<file path="src/pfs_defs.vh">
`ifndef PFS_DEFS_VH
`define PFS_DEFS_VH
// ==========================================
// counter indices
`define PFS_C_PAUSE 5'd0
`define PFS_C_H64 5'd1
`define PFS_C_H127 5'd2
`define PFS_C_H255 5'd3
`define PFS_C_H511 5'd4
`define PFS_C_H1023 5'd5
`define PFS_C_H1518 5'd6
`define PFS_C_H1522 5'd7
`define PFS_C_FCS 5'd8
`define PFS_C_OVERSZ 5'd9
`define PFS_C_UNDRUN 5'd10
`define PFS_C_SCOL 5'd11
`define PFS_C_MCOL 5'd12
`define PFS_C_XCOL 5'd13
`define PFS_C_EGRMEM 5'd14
`define PFS_C_INGMEM 5'd15
`define PFS_C_FTYPE 5'd16
`define PFS_C_LOCAL 5'd17
`define PFS_C_VLANV 5'd18
`define PFS_C_MTREE 5'd19
`define PFS_C_RSVD 5'd20
`define PFS_C_CFI 5'd21
`define PFS_C_NODESC 5'd22
`define PFS_C_UCAST 5'd23
`define PFS_C_MCAST 5'd24
`define PFS_C_BCAST 5'd25
`define PFS_C_EAPRX 5'd26
`define PFS_C_EAPTX 5'd27
`define PFS_NUM_EVT 28
// length thresholds, octets including checksum
`define PFS_LEN_MIN 16'h0040
`define PFS_LEN_127 16'h007f
`define PFS_LEN_255 16'h00ff
`define PFS_LEN_511 16'h01ff
`define PFS_LEN_1023 16'h03ff
`define PFS_LEN_1518 16'h05ee
`define PFS_LEN_1522 16'h05f2
// one-second tick for the time-since-cleared reference
`define PFS_CLK_HZ 250000000
`define PFS_SEC_CYC (`PFS_CLK_HZ)
`endif

</file>
<file path="src/pfs_evt_cnt.v">
`include "pfs_defs.vh"
// ==========================================
// bank of event counters, each wraps at its top value
module pfs_evt_cnt #(
   parameter N = 28,
   parameter W = 32
) (
   // clock and reset
   input wire i_core_clk,
   input wire i_sys_rst,
   input wire i_clr,
   // events
   input wire [N-1:0] i_inc,
   // counts
   output wire [N*W-1:0] o_cnt
);
   genvar g;
   generate
      for (g = 0; g < N; g = g + 1) begin : g_cnt
         reg [W-1:0] cnt_r;
         always @(posedge i_core_clk) begin
            if (i_sys_rst || i_clr) begin
               cnt_r <= {W{1'b0}};
            end else if (i_inc[g]) begin
               cnt_r <= cnt_r + {{(W-1){1'b0}}, 1'b1};
            end
         end
         assign o_cnt[g*W +: W] = cnt_r;
      end
   endgenerate
endmodule // pfs_evt_cnt

</file>
<file path="src/pfs_port_stats.v">
`include "pfs_defs.vh"
// Overview of operation
// - count pause frames, never in half duplex
// - transmit length histogram, seven bins, bad included
// - octet total of every frame, checksum included
// - transmit errors equal sum of collision counts
// - count 64-1518 frames with checksum error
// - count frames above configured maximum size
// - count frames lost to transmit underrun
// - discard total equals sum of single, multiple and excessive collision counts
// - count frames sent after exactly one collision
// - count frames sent after two+ collisions
// - count frames abandoned for excessive collisions
// - count egress filter drops only when enabled
// - count ingress membership and frame-type drops
// - count local traffic drops
// - count VLAN entry busy or unconfigured drops
// - count multicast tree busy drops
// - count unsupported reserved address drops
// - count CFI non-canonical RIF drops
// - count drops for lack of descriptors
// - count unicast, multicast, broadcast transmit requests
// - processor tx octets with framing, rx without
// - count EAPOL frames per direction
module pfs_port_stats #(
   parameter W = 32,
   parameter OW = 64,
   parameter LW = 16,
   parameter SEC_CYC = `PFS_SEC_CYC
) (
   // clock and reset
   input wire i_core_clk,
   input wire i_sys_rst,
   // software control
   input wire i_clr,
   input wire i_sel_valid,
   input wire [4:0] i_sel,
   // receive events
   input wire i_rx_pause,
   input wire i_half_duplex,
   input wire i_rx_ing_drop,
   input wire i_rx_ftype_drop,
   // forwarding drops
   input wire i_fwd_local,
   input wire i_fwd_vlan,
   input wire i_fwd_mtree,
   input wire i_fwd_rsvd,
   input wire i_fwd_cfi,
   input wire i_fwd_nodesc,
   // transmit frame end
   input wire i_tx_done,
   input wire [LW-1:0] i_tx_len,
   input wire i_tx_fcs_bad,
   input wire i_tx_align_bad,
   input wire [LW-1:0] i_max_len,
   input wire i_tx_underrun,
   input wire [1:0] i_tx_col,
   input wire i_tx_xcol,
   // transmit requests
   input wire i_tx_req,
   input wire [1:0] i_tx_cast,
   input wire i_egr_drop,
   input wire i_egr_filt_en,
   // authenticator
   input wire i_eap_rx,
   input wire i_eap_tx,
   // processor traffic
   input wire i_cpu_rx,
   input wire [LW-1:0] i_cpu_rx_len,
   input wire i_cpu_tx,
   input wire [LW-1:0] i_cpu_tx_len,
   // readout
   output reg [W-1:0] o_rd_data,
   output reg [OW-1:0] o_tx_octets,
   output reg [OW-1:0] o_cpu_rx_octets,
   output reg [OW-1:0] o_cpu_tx_octets,
   output reg [W-1:0] o_tx_err_total,
   output reg [W-1:0] o_tx_disc_total,
   output reg [W-1:0] o_secs_since_clr
);
   // ==========================================
   // framing overhead: preamble, delimiter, gap
   localparam [LW-1:0] FRAMING = 16'h0014;
   localparam [1:0] CAST_UC = 2'h0;
   localparam [1:0] CAST_MC = 2'h1;
   localparam [1:0] CAST_BC = 2'h2;
   localparam [1:0] COL_NONE = 2'h0;
   localparam [1:0] COL_ONE = 2'h1;

   function in_range;
      input [LW-1:0] len;
      input [LW-1:0] lo;
      input [LW-1:0] hi;
      begin
         in_range = (len >= lo) && (len <= hi);
      end
   endfunction

   // ==========================================
   // event decode
   reg [`PFS_NUM_EVT-1:0] inc;
   wire sent_ok;
   assign sent_ok = i_tx_done && !i_tx_underrun && !i_tx_xcol;
   always @* begin
      inc = {`PFS_NUM_EVT{1'b0}};
      inc[`PFS_C_PAUSE] = i_rx_pause && !i_half_duplex;
      inc[`PFS_C_H64] = i_tx_done && (i_tx_len == `PFS_LEN_MIN);
      inc[`PFS_C_H127] = i_tx_done && in_range(i_tx_len, 16'h0041, `PFS_LEN_127);
      inc[`PFS_C_H255] = i_tx_done && in_range(i_tx_len, 16'h0080, `PFS_LEN_255);
      inc[`PFS_C_H511] = i_tx_done && in_range(i_tx_len, 16'h0100, `PFS_LEN_511);
      inc[`PFS_C_H1023] = i_tx_done && in_range(i_tx_len, 16'h0200, `PFS_LEN_1023);
      inc[`PFS_C_H1518] = i_tx_done && in_range(i_tx_len, 16'h0400, `PFS_LEN_1518);
      inc[`PFS_C_H1522] = i_tx_done && in_range(i_tx_len, 16'h05ef, `PFS_LEN_1522);
      // alignment errors are not checksum errors
      inc[`PFS_C_FCS] = i_tx_done && i_tx_fcs_bad && !i_tx_align_bad
                        && in_range(i_tx_len, `PFS_LEN_MIN, `PFS_LEN_1518);
      inc[`PFS_C_OVERSZ] = i_tx_done && (i_tx_len > i_max_len);
      inc[`PFS_C_UNDRUN] = i_tx_done && i_tx_underrun;
      inc[`PFS_C_SCOL] = sent_ok && (i_tx_col == COL_ONE);
      inc[`PFS_C_MCOL] = sent_ok && (i_tx_col != COL_NONE) && (i_tx_col != COL_ONE);
      inc[`PFS_C_XCOL] = i_tx_done && i_tx_xcol && !i_tx_underrun;
      inc[`PFS_C_EGRMEM] = i_egr_drop && i_egr_filt_en;
      inc[`PFS_C_INGMEM] = i_rx_ing_drop;
      inc[`PFS_C_FTYPE] = i_rx_ftype_drop;
      inc[`PFS_C_LOCAL] = i_fwd_local;
      inc[`PFS_C_VLANV] = i_fwd_vlan;
      inc[`PFS_C_MTREE] = i_fwd_mtree;
      inc[`PFS_C_RSVD] = i_fwd_rsvd;
      inc[`PFS_C_CFI] = i_fwd_cfi;
      inc[`PFS_C_NODESC] = i_fwd_nodesc;
      inc[`PFS_C_UCAST] = i_tx_req && (i_tx_cast == CAST_UC);
      inc[`PFS_C_MCAST] = i_tx_req && (i_tx_cast == CAST_MC);
      inc[`PFS_C_BCAST] = i_tx_req && (i_tx_cast == CAST_BC);
      inc[`PFS_C_EAPRX] = i_eap_rx;
      inc[`PFS_C_EAPTX] = i_eap_tx;
   end

   // ==========================================
   // counter bank
   wire [`PFS_NUM_EVT*W-1:0] cnt;
   pfs_evt_cnt #(
      .N(`PFS_NUM_EVT),
      .W(W)
   ) u_cnt (
      .i_core_clk(i_core_clk),
      .i_sys_rst(i_sys_rst),
      .i_clr(i_clr),
      .i_inc(inc),
      .o_cnt(cnt)
   );

   wire [W-1:0] scol_c;
   wire [W-1:0] mcol_c;
   wire [W-1:0] xcol_c;
   assign scol_c = cnt[`PFS_C_SCOL*W +: W];
   assign mcol_c = cnt[`PFS_C_MCOL*W +: W];
   assign xcol_c = cnt[`PFS_C_XCOL*W +: W];

   // ==========================================
   // readout, octet totals and derived sums
   // tick counter kept at 32 bits so a narrow W still reaches a full second
   localparam [31:0] SEC_LAST = SEC_CYC - 1;
   reg [31:0] sec_cnt_r;
   wire sec_tick;
   assign sec_tick = (sec_cnt_r == SEC_LAST);
   // widen before adding framing so a long length cannot wrap in 16 bits
   wire [OW-1:0] cpu_tx_add;
   assign cpu_tx_add = {{(OW-LW){1'b0}}, i_cpu_tx_len} + {{(OW-LW){1'b0}}, FRAMING};
   wire [W-1:0] col_sum;
   // totals track live counts one cycle behind
   assign col_sum = scol_c + mcol_c + xcol_c;

   always @(posedge i_core_clk) begin
      if (i_sys_rst || i_clr) begin
         o_rd_data <= {W{1'b0}};
         o_tx_octets <= {OW{1'b0}};
         o_cpu_rx_octets <= {OW{1'b0}};
         o_cpu_tx_octets <= {OW{1'b0}};
         o_tx_err_total <= {W{1'b0}};
         o_tx_disc_total <= {W{1'b0}};
         o_secs_since_clr <= {W{1'b0}};
         sec_cnt_r <= 32'h0;
      end else begin
         if (i_sel_valid && (i_sel < `PFS_NUM_EVT)) begin
            o_rd_data <= cnt[i_sel*W +: W];
         end else if (i_sel_valid) begin
            o_rd_data <= {W{1'b0}};
         end
         if (i_tx_done) begin
            o_tx_octets <= o_tx_octets + {{(OW-LW){1'b0}}, i_tx_len};
         end
         if (i_cpu_rx) begin
            o_cpu_rx_octets <= o_cpu_rx_octets + {{(OW-LW){1'b0}}, i_cpu_rx_len};
         end
         if (i_cpu_tx) begin
            o_cpu_tx_octets <= o_cpu_tx_octets + cpu_tx_add;
         end
         o_tx_err_total <= col_sum;
         o_tx_disc_total <= col_sum;
         if (sec_tick) begin
            sec_cnt_r <= 32'h0;
            o_secs_since_clr <= o_secs_since_clr + {{(W-1){1'b0}}, 1'b1};
         end else begin
            sec_cnt_r <= sec_cnt_r + 32'h1;
         end
      end
   end
endmodule // pfs_port_stats

</file>
<file path="config.mk">
export PLATFORM = sky130hd
export DESIGN_NAME = pfs_port_stats
export DESIGN_NICKNAME = d
export VERILOG_FILES = /design/src/pfs_evt_cnt.v /design/src/pfs_port_stats.v
export VERILOG_INCLUDE_DIRS = /design/src
export SDC_FILE = /design/constraint.sdc
export NUM_CORES = 2
export LEC_CHECK = 0
export BUFFER_PORTS_ARGS = -buffer_cell sky130_fd_sc_hd__buf_2
export CORE_MARGIN = 4
export CORE_UTILIZATION = 50
export DETAILED_ROUTE_END_ITERATION = 8
export HOLD_SLACK_MARGIN = 0.06
export PLACE_DENSITY = 0.79
export SLEW_MARGIN = 20
export SYNTH_ARGS = -nofsm -noshare
export SYNTH_HDL_FRONTEND = slang
export SYNTH_SLANG_ARGS = --single-unit
</file>
<file path="constraint.sdc">
create_clock -name i_core_clk -period 10.65 [get_ports i_core_clk]
set_input_delay 2.13 -clock i_core_clk [delete_from_list [all_inputs] [get_ports i_core_clk]]
set_output_delay 2.13 -clock i_core_clk [all_outputs]
set_load 0.005 [all_outputs]
</file>
======== Yosys cells after proc, flatten, opt, wreduce, memory -nomap -nowiden ========
Index checks and enable logic that the tools add are counted.
cells by class
  add/sub/neg operators ................... 36
  $mul .................................... 0
  div/mod/pow operators ................... 0
  $lt $le $gt $ge ......................... 15
  equal/unequal tests ..................... 6
  shift-type cells ........................ 1
  muxes and demuxes ....................... 2
  bitwise gates (word level) .............. 0
  reduce and logical (&&, ||, !) cells .... 41
operators by type and width
  kind                   number
  $add 32x1->32 const B  30
  $shiftx 896x11->32     1
  $add 64x16->64         2
  $add 32x32->32         2
  $add 64x17->64         1
  $mux 32                2
  $eq 32x28->1 const B   1
  $ge 16x11->1 const B   2
  $ge 16x7->1 const B    2
  $le 16x11->1 const B   2
  $logic_and 1x1->1      32
  $add 16x5->17 const B  1
  $eq 16x7->1 const B    1
  $ge 16x10->1 const B   1
  $ge 16x8->1 const B    1
  $ge 16x9->1 const B    1
  $gt 16x16->1           1
  $le 16x10->1 const B   1
  $le 16x7->1 const B    1
  $le 16x8->1 const B    1
  $le 16x9->1 const B    1
  $lt 5x5->1 const B     1
  $eq 2x1->1 const B     2
  $logic_not 1->1        4
  6 further kinds        7
word-level totals
  flip-flop bits (word level) ............. 1,216
  latch bits .............................. 0
  RAM bits ................................ 0
  ROM bits ................................ 0
  input bits .............................. 99
  output and inout port bits .............. 320
  memories kept ........................... 0

======== Depth between registers and ports, before layout ========
  depth in word-level cells ............... 5
  gate-level depth with buffers ........... 14
  mapped depth without buffers ............ 13

======== Hierarchy ========
From an unflattened synthesis, not the netlist that was laid out.
unflattened totals
  cells, all modules ...................... 7,589
  area, all modules ....................... 67,345.8 um^2
by module, submodules not included
  module          times used  cells each  area an instance (um^2)  sequential area each (um^2)
  pfs_evt_cnt     1           4,892       41,727.5                 17,937.2
  pfs_port_stats  1           2,697       25,618.3                 6,406.1

======== Worst setup path before layout ========
No wires, ideal clock.
  path kind ............................... input port to flip-flop
  start point ............................. input port i_cpu_tx_len[1]
  end point ............................... register o_cpu_tx_octets[45]
  arrival time ............................ 5.276 ns
  required time ........................... 10.531 ns
  setup slack ............................. 5.255 ns
  stages on the path ...................... 13
  buffers on the path ..................... 2
  path through ............................ ha_1 ha_1 fa_1 a21o_1 a21oi_1 o21bai_1 a2111oi_0 or4b_1 clkbuf_1 a2111o_1 clkbuf_1 nor4_1 o21bai_1
on the way
  word-level cells in the longest chain between the ends .. 2
RTL lines
  what                  line                  source
  from (decl)           pfs_port_stats.v:71   input wire [LW-1:0] i_cpu_tx_len,
  $add 16x5->17         pfs_port_stats.v:168  assign cpu_tx_add = {{(OW-LW){1'b0}}, i_cpu_tx_len} + {{(OW-LW){1'b0}}, FRAMING};
  $add 64x17->64        pfs_port_stats.v:196  o_cpu_tx_octets <= o_cpu_tx_octets + cpu_tx_add;
  to (signal assigned)  pfs_port_stats.v:178  o_cpu_tx_octets <= {OW{1'b0}};
  to (signal assigned)  pfs_port_stats.v:196
  to (decl)             pfs_port_stats.v:76   output reg [OW-1:0] o_cpu_tx_octets,
No other way between the ends.
A chain may end at the register's enable or synchronous reset.

======== Final worst setup path ========
  start point ............................. input port i_cpu_tx_len[1]
  end point ............................... register o_cpu_tx_octets[41]
The elaborated chain is that of the path after synthesis.

==> impl_metrics.py <==
metrics = {
    "die": {
        "ios": 419,
        "dieArea_mm2": 0.134,
        "start_util_pct": 50.6,
        "die_y_um": 366,
        "num_rows": 130,
        "die_w_um": 366,
        "coreArea_mm2": 0.126,
    },
    "clock_network": {
        "htreeDepth": 4,
        "cts_tree": "built",
        "postCtsSetupBuffers": 0,
        "cts_root_buf": "clkbuf_16",
        "holdBufCountCts": 0,
        "clk_path_buf_depth": 3,
        "clock-sinks": 1216,
        "cts.reportedPaths.clkPinSlew_ps": 60,
        "cts_buffers": 135,
        "cts_resized": 0,
        "clock_latency_ps": 780,
    },
    "sta": {
        "fin_crit_sh_pct": 49.2,
        "relSlewSlack_pct": 16.0,
        "final.setup.tns_ps": 0,
        "worst_pin_slew_ps": 1260,
        "rsz0062_at_grt": "false",
        "hold_viol_final": 0,
        "max_freq_mhz": 191,
        "holdWs_ps": 460,
        "setup_viol": 0,
        "finalWorstSetupSlack_ps": 5410,
        "slew_viol_final": 0,
        "min_period_ps": 5240,
        "clock-skew-final_ps": 48.1,
    },
    "global_routing": {
        "overflow": 0,
        "grt_pass1_wl_um": 295000,
        "grt_start_max_net_pins": 228,
        "globalRouteTotalUtil_pct": 27.6,
        "antenna_found_initial": 28,
        "grt_pass1_vias": 53262,
    },
    "critical_path": {
        "ff2ff_path_depth": 11,
        "worst_r2r_endpoint": "o_tx_disc_total[25]",
        "worstSetupStartpointType": "input port",
        "cp-end-kind": "register",
        "arrival_ps": 5890,
        "worst-path-max-fanout": 17,
        "rr_startpoint": "u_cnt.g_cnt[11].cnt_r[1]",
        "crit_type": "in -> reg",
        "cp.required_ps": 11290,
        "ff2ff_setup_slack_ps": 6550,
    },
    "yosys": {
        "syn-cell-area_mm2": 0.0639,
        "synth_fp_nets": 7443,
        "yosys_warnings": 0,
        "yosysUniqueCellTypes": 73,
        "synth-edff-count": 0,
        "avgSynthCellArea_um2": 8.92,
        "synthCells": 7169,
        "ys.flop_type": "dfxtp_1",
        "synthArstFlopShare_pct": 0,
        "synth-seq-cells": 1216,
        "yosysSeqAreaShare_pct": 38.1,
    },
    "pwr": {
        "power_density_mw_per_mm2": 137,
        "ir_drop_uv": 159,
        "leakagePower_uw": 0.0257,
    },
    "routing": {
        "viasPerCell": 6.01,
        "first_pass_iters": 6,
        "drc": 0,
        "drtIter0Drc": 5473,
        "via_count": 55202,
        "ant_nets": 0,
        "drt-total-wl_um": 188000,
        "post_drt_wl_per_cell_um": 20.5,
    },
    "placement": {
        "pre_cts_ws_ps": 4540,
        "portBuffers": 418,
        "routabilityCongestion": 0.956,
        "hpwlAfterDp_um": 138000,
    },
    "final_layout": {
        "drive_above_1_share_pct": 13.0,
        "syn_to_final_growth_pct": 12.2,
        "mostFrequentLayoutCell": "dfxtp_1",
        "fillers": 10716,
        "final_net_count": 7691,
        "mostFrequentLayoutCells": "1216 x dfxtp_1, 1128 x nor2_1, 588 x nand2_1",
        "layout.area.seq_mm2": 0.0243,
        "multi_input_area_mm2": 0.0376,
    },
    "status": {
        "status": "complete, no violations",
    },
    "worst_hold_path": {
        "timing.hold.worst.start": "sec_cnt_r[0]",
        "hold_depth": 1,
        "min_to": "sec_cnt_r[0]",
        "hp-class": "reg -> reg",
    },
    "job": {
        "cap_violations": 0,
    },
}
worst max-delay path by stage:
stage | cells past startpoint | endpoint | start | slack [ps]
2_1_floorplan | 13 | o_cpu_tx_octets[45] | i_cpu_tx_len[1] | 5260
6_report | 12 | o_cpu_tx_octets[41] | i_cpu_tx_len[1] | 5410
3_3_place_gp | 12 | o_cpu_tx_octets[45] | i_cpu_tx_len[1] | 4690
3_5_place_dp | 12 | o_cpu_tx_octets[41] | i_cpu_tx_len[1] | 4540
5_1_grt | 12 | o_cpu_tx_octets[45] | i_cpu_tx_len[1] | 5180
4_1_cts | 12 | o_cpu_tx_octets[41] | i_cpu_tx_len[1] | 5330
area by class of cell:
type | instances | share of cell area [%]
Multi-Input combinational cell | 5445 | 52.5
Clock inverter | 44 | 0.868
Inverter | 167 | 0.874
Sequential cell | 1216 | 33.9
Tap cell | 1650 | 2.88
Clock buffer | 196 | 5.51
Antenna cell | 22 | 0.0767
Timing Repair Buffer | 452 | 3.42
power by group:
group	internal [uW]	leakage, uW	switching [uW]	total (uW)
registers	4560	0.00980	14.3	4580
clock network	2820	0.00223	1990	4810
logic	159	0.0136	289	448
kinds of logic (layout without fill, tap and decap cells):
family                     count (synthesis)  count (layout)  share of synthesized area (%)
adders and majority gates                175             175                           3.84
xor gates and xnor gates                 893             893                           12.2
and+or+nand+nor                         3211            3211                           24.3
buffers and inverters                    508             859                           3.20
other                                      0              22                              0
AOI/OAI and AO/OA                        762             762                           7.01
DFF                                     1216            1216                           38.1
muxes                                    404             404                           11.3
through the flow:
stage	cells	power, uW	cell area (um^2)	utilization, %
6_report	9192	9830	71800	56.8
5_1_grt	9185	10100	71700	56.8
4_1_cts	9168	9880	71700	56.7
3_5_place_dp	8928	5120	67100	53.1
3_3_place_gp	8928	5110	67100	53.1
2_1_floorplan	7169	5000	63900	-
synth_stat cells (all sizes together), types with 27 or more instances:
| library cell | n | area (um^2) |
|---|---|---|
| a21oi | 275 | 1380 |
| inv | 167 | 627 |
| xor2 | 577 | 5050 |
| xnor2 | 316 | 2770 |
| nand4 | 245 | 1540 |
| buf | 78 | 430 |
| or3 | 222 | 1390 |
| mux2i | 147 | 1470 |
| and4 | 76 | 666 |
| fa | 35 | 701 |
| nor4 | 71 | 478 |
| nor2 | 1130 | 4240 |
| nor2b | 33 | 206 |
| dfxtp | 1216 | 24300 |
| nand3 | 382 | 1910 |
| and3 | 180 | 1130 |
| or2 | 27 | 171 |
| nor3 | 116 | 591 |
| and2 | 67 | 419 |
| clkbuf | 263 | 987 |
| nand2 | 588 | 2210 |
| o21ai | 237 | 1190 |
| o22ai | 32 | 200 |
| mux4 | 256 | 5770 |
| a21o | 43 | 323 |
| ha | 140 | 1750 |
routing by layer:
metal	global-route usage, %	vias to the layer above	wire length (um)
met5	0	-	75
met4	16.8	14	12600
met3	6.25	522	16700
met2	43.9	2351	85900
met1	34.2	26575	73100
li1	-	25740	-
worst max-delay path: stages:
cell and delay, ps:
buf_2 100, ha_1 280, ha_1 230, fa_1 410, a21o_1 170, a21oi_1 230
o21bai_1 120, a2111oi_1 770, or4b_1 690, a2111o_1 470, nor4_1 90, o21bai_1 190
flip-flops by register name, summed over array words and instances (netlist names):
name and flops:
o_cpu_rx_octets 64, o_cpu_tx_octets 64, o_rd_data 32, o_secs_since_clr 32, o_tx_disc_total 32, o_tx_octets 64
sec_cnt_r 32, u_cnt.g_cnt.cnt_r 896
Note: power is estimated with default switching activity, not from simulation.
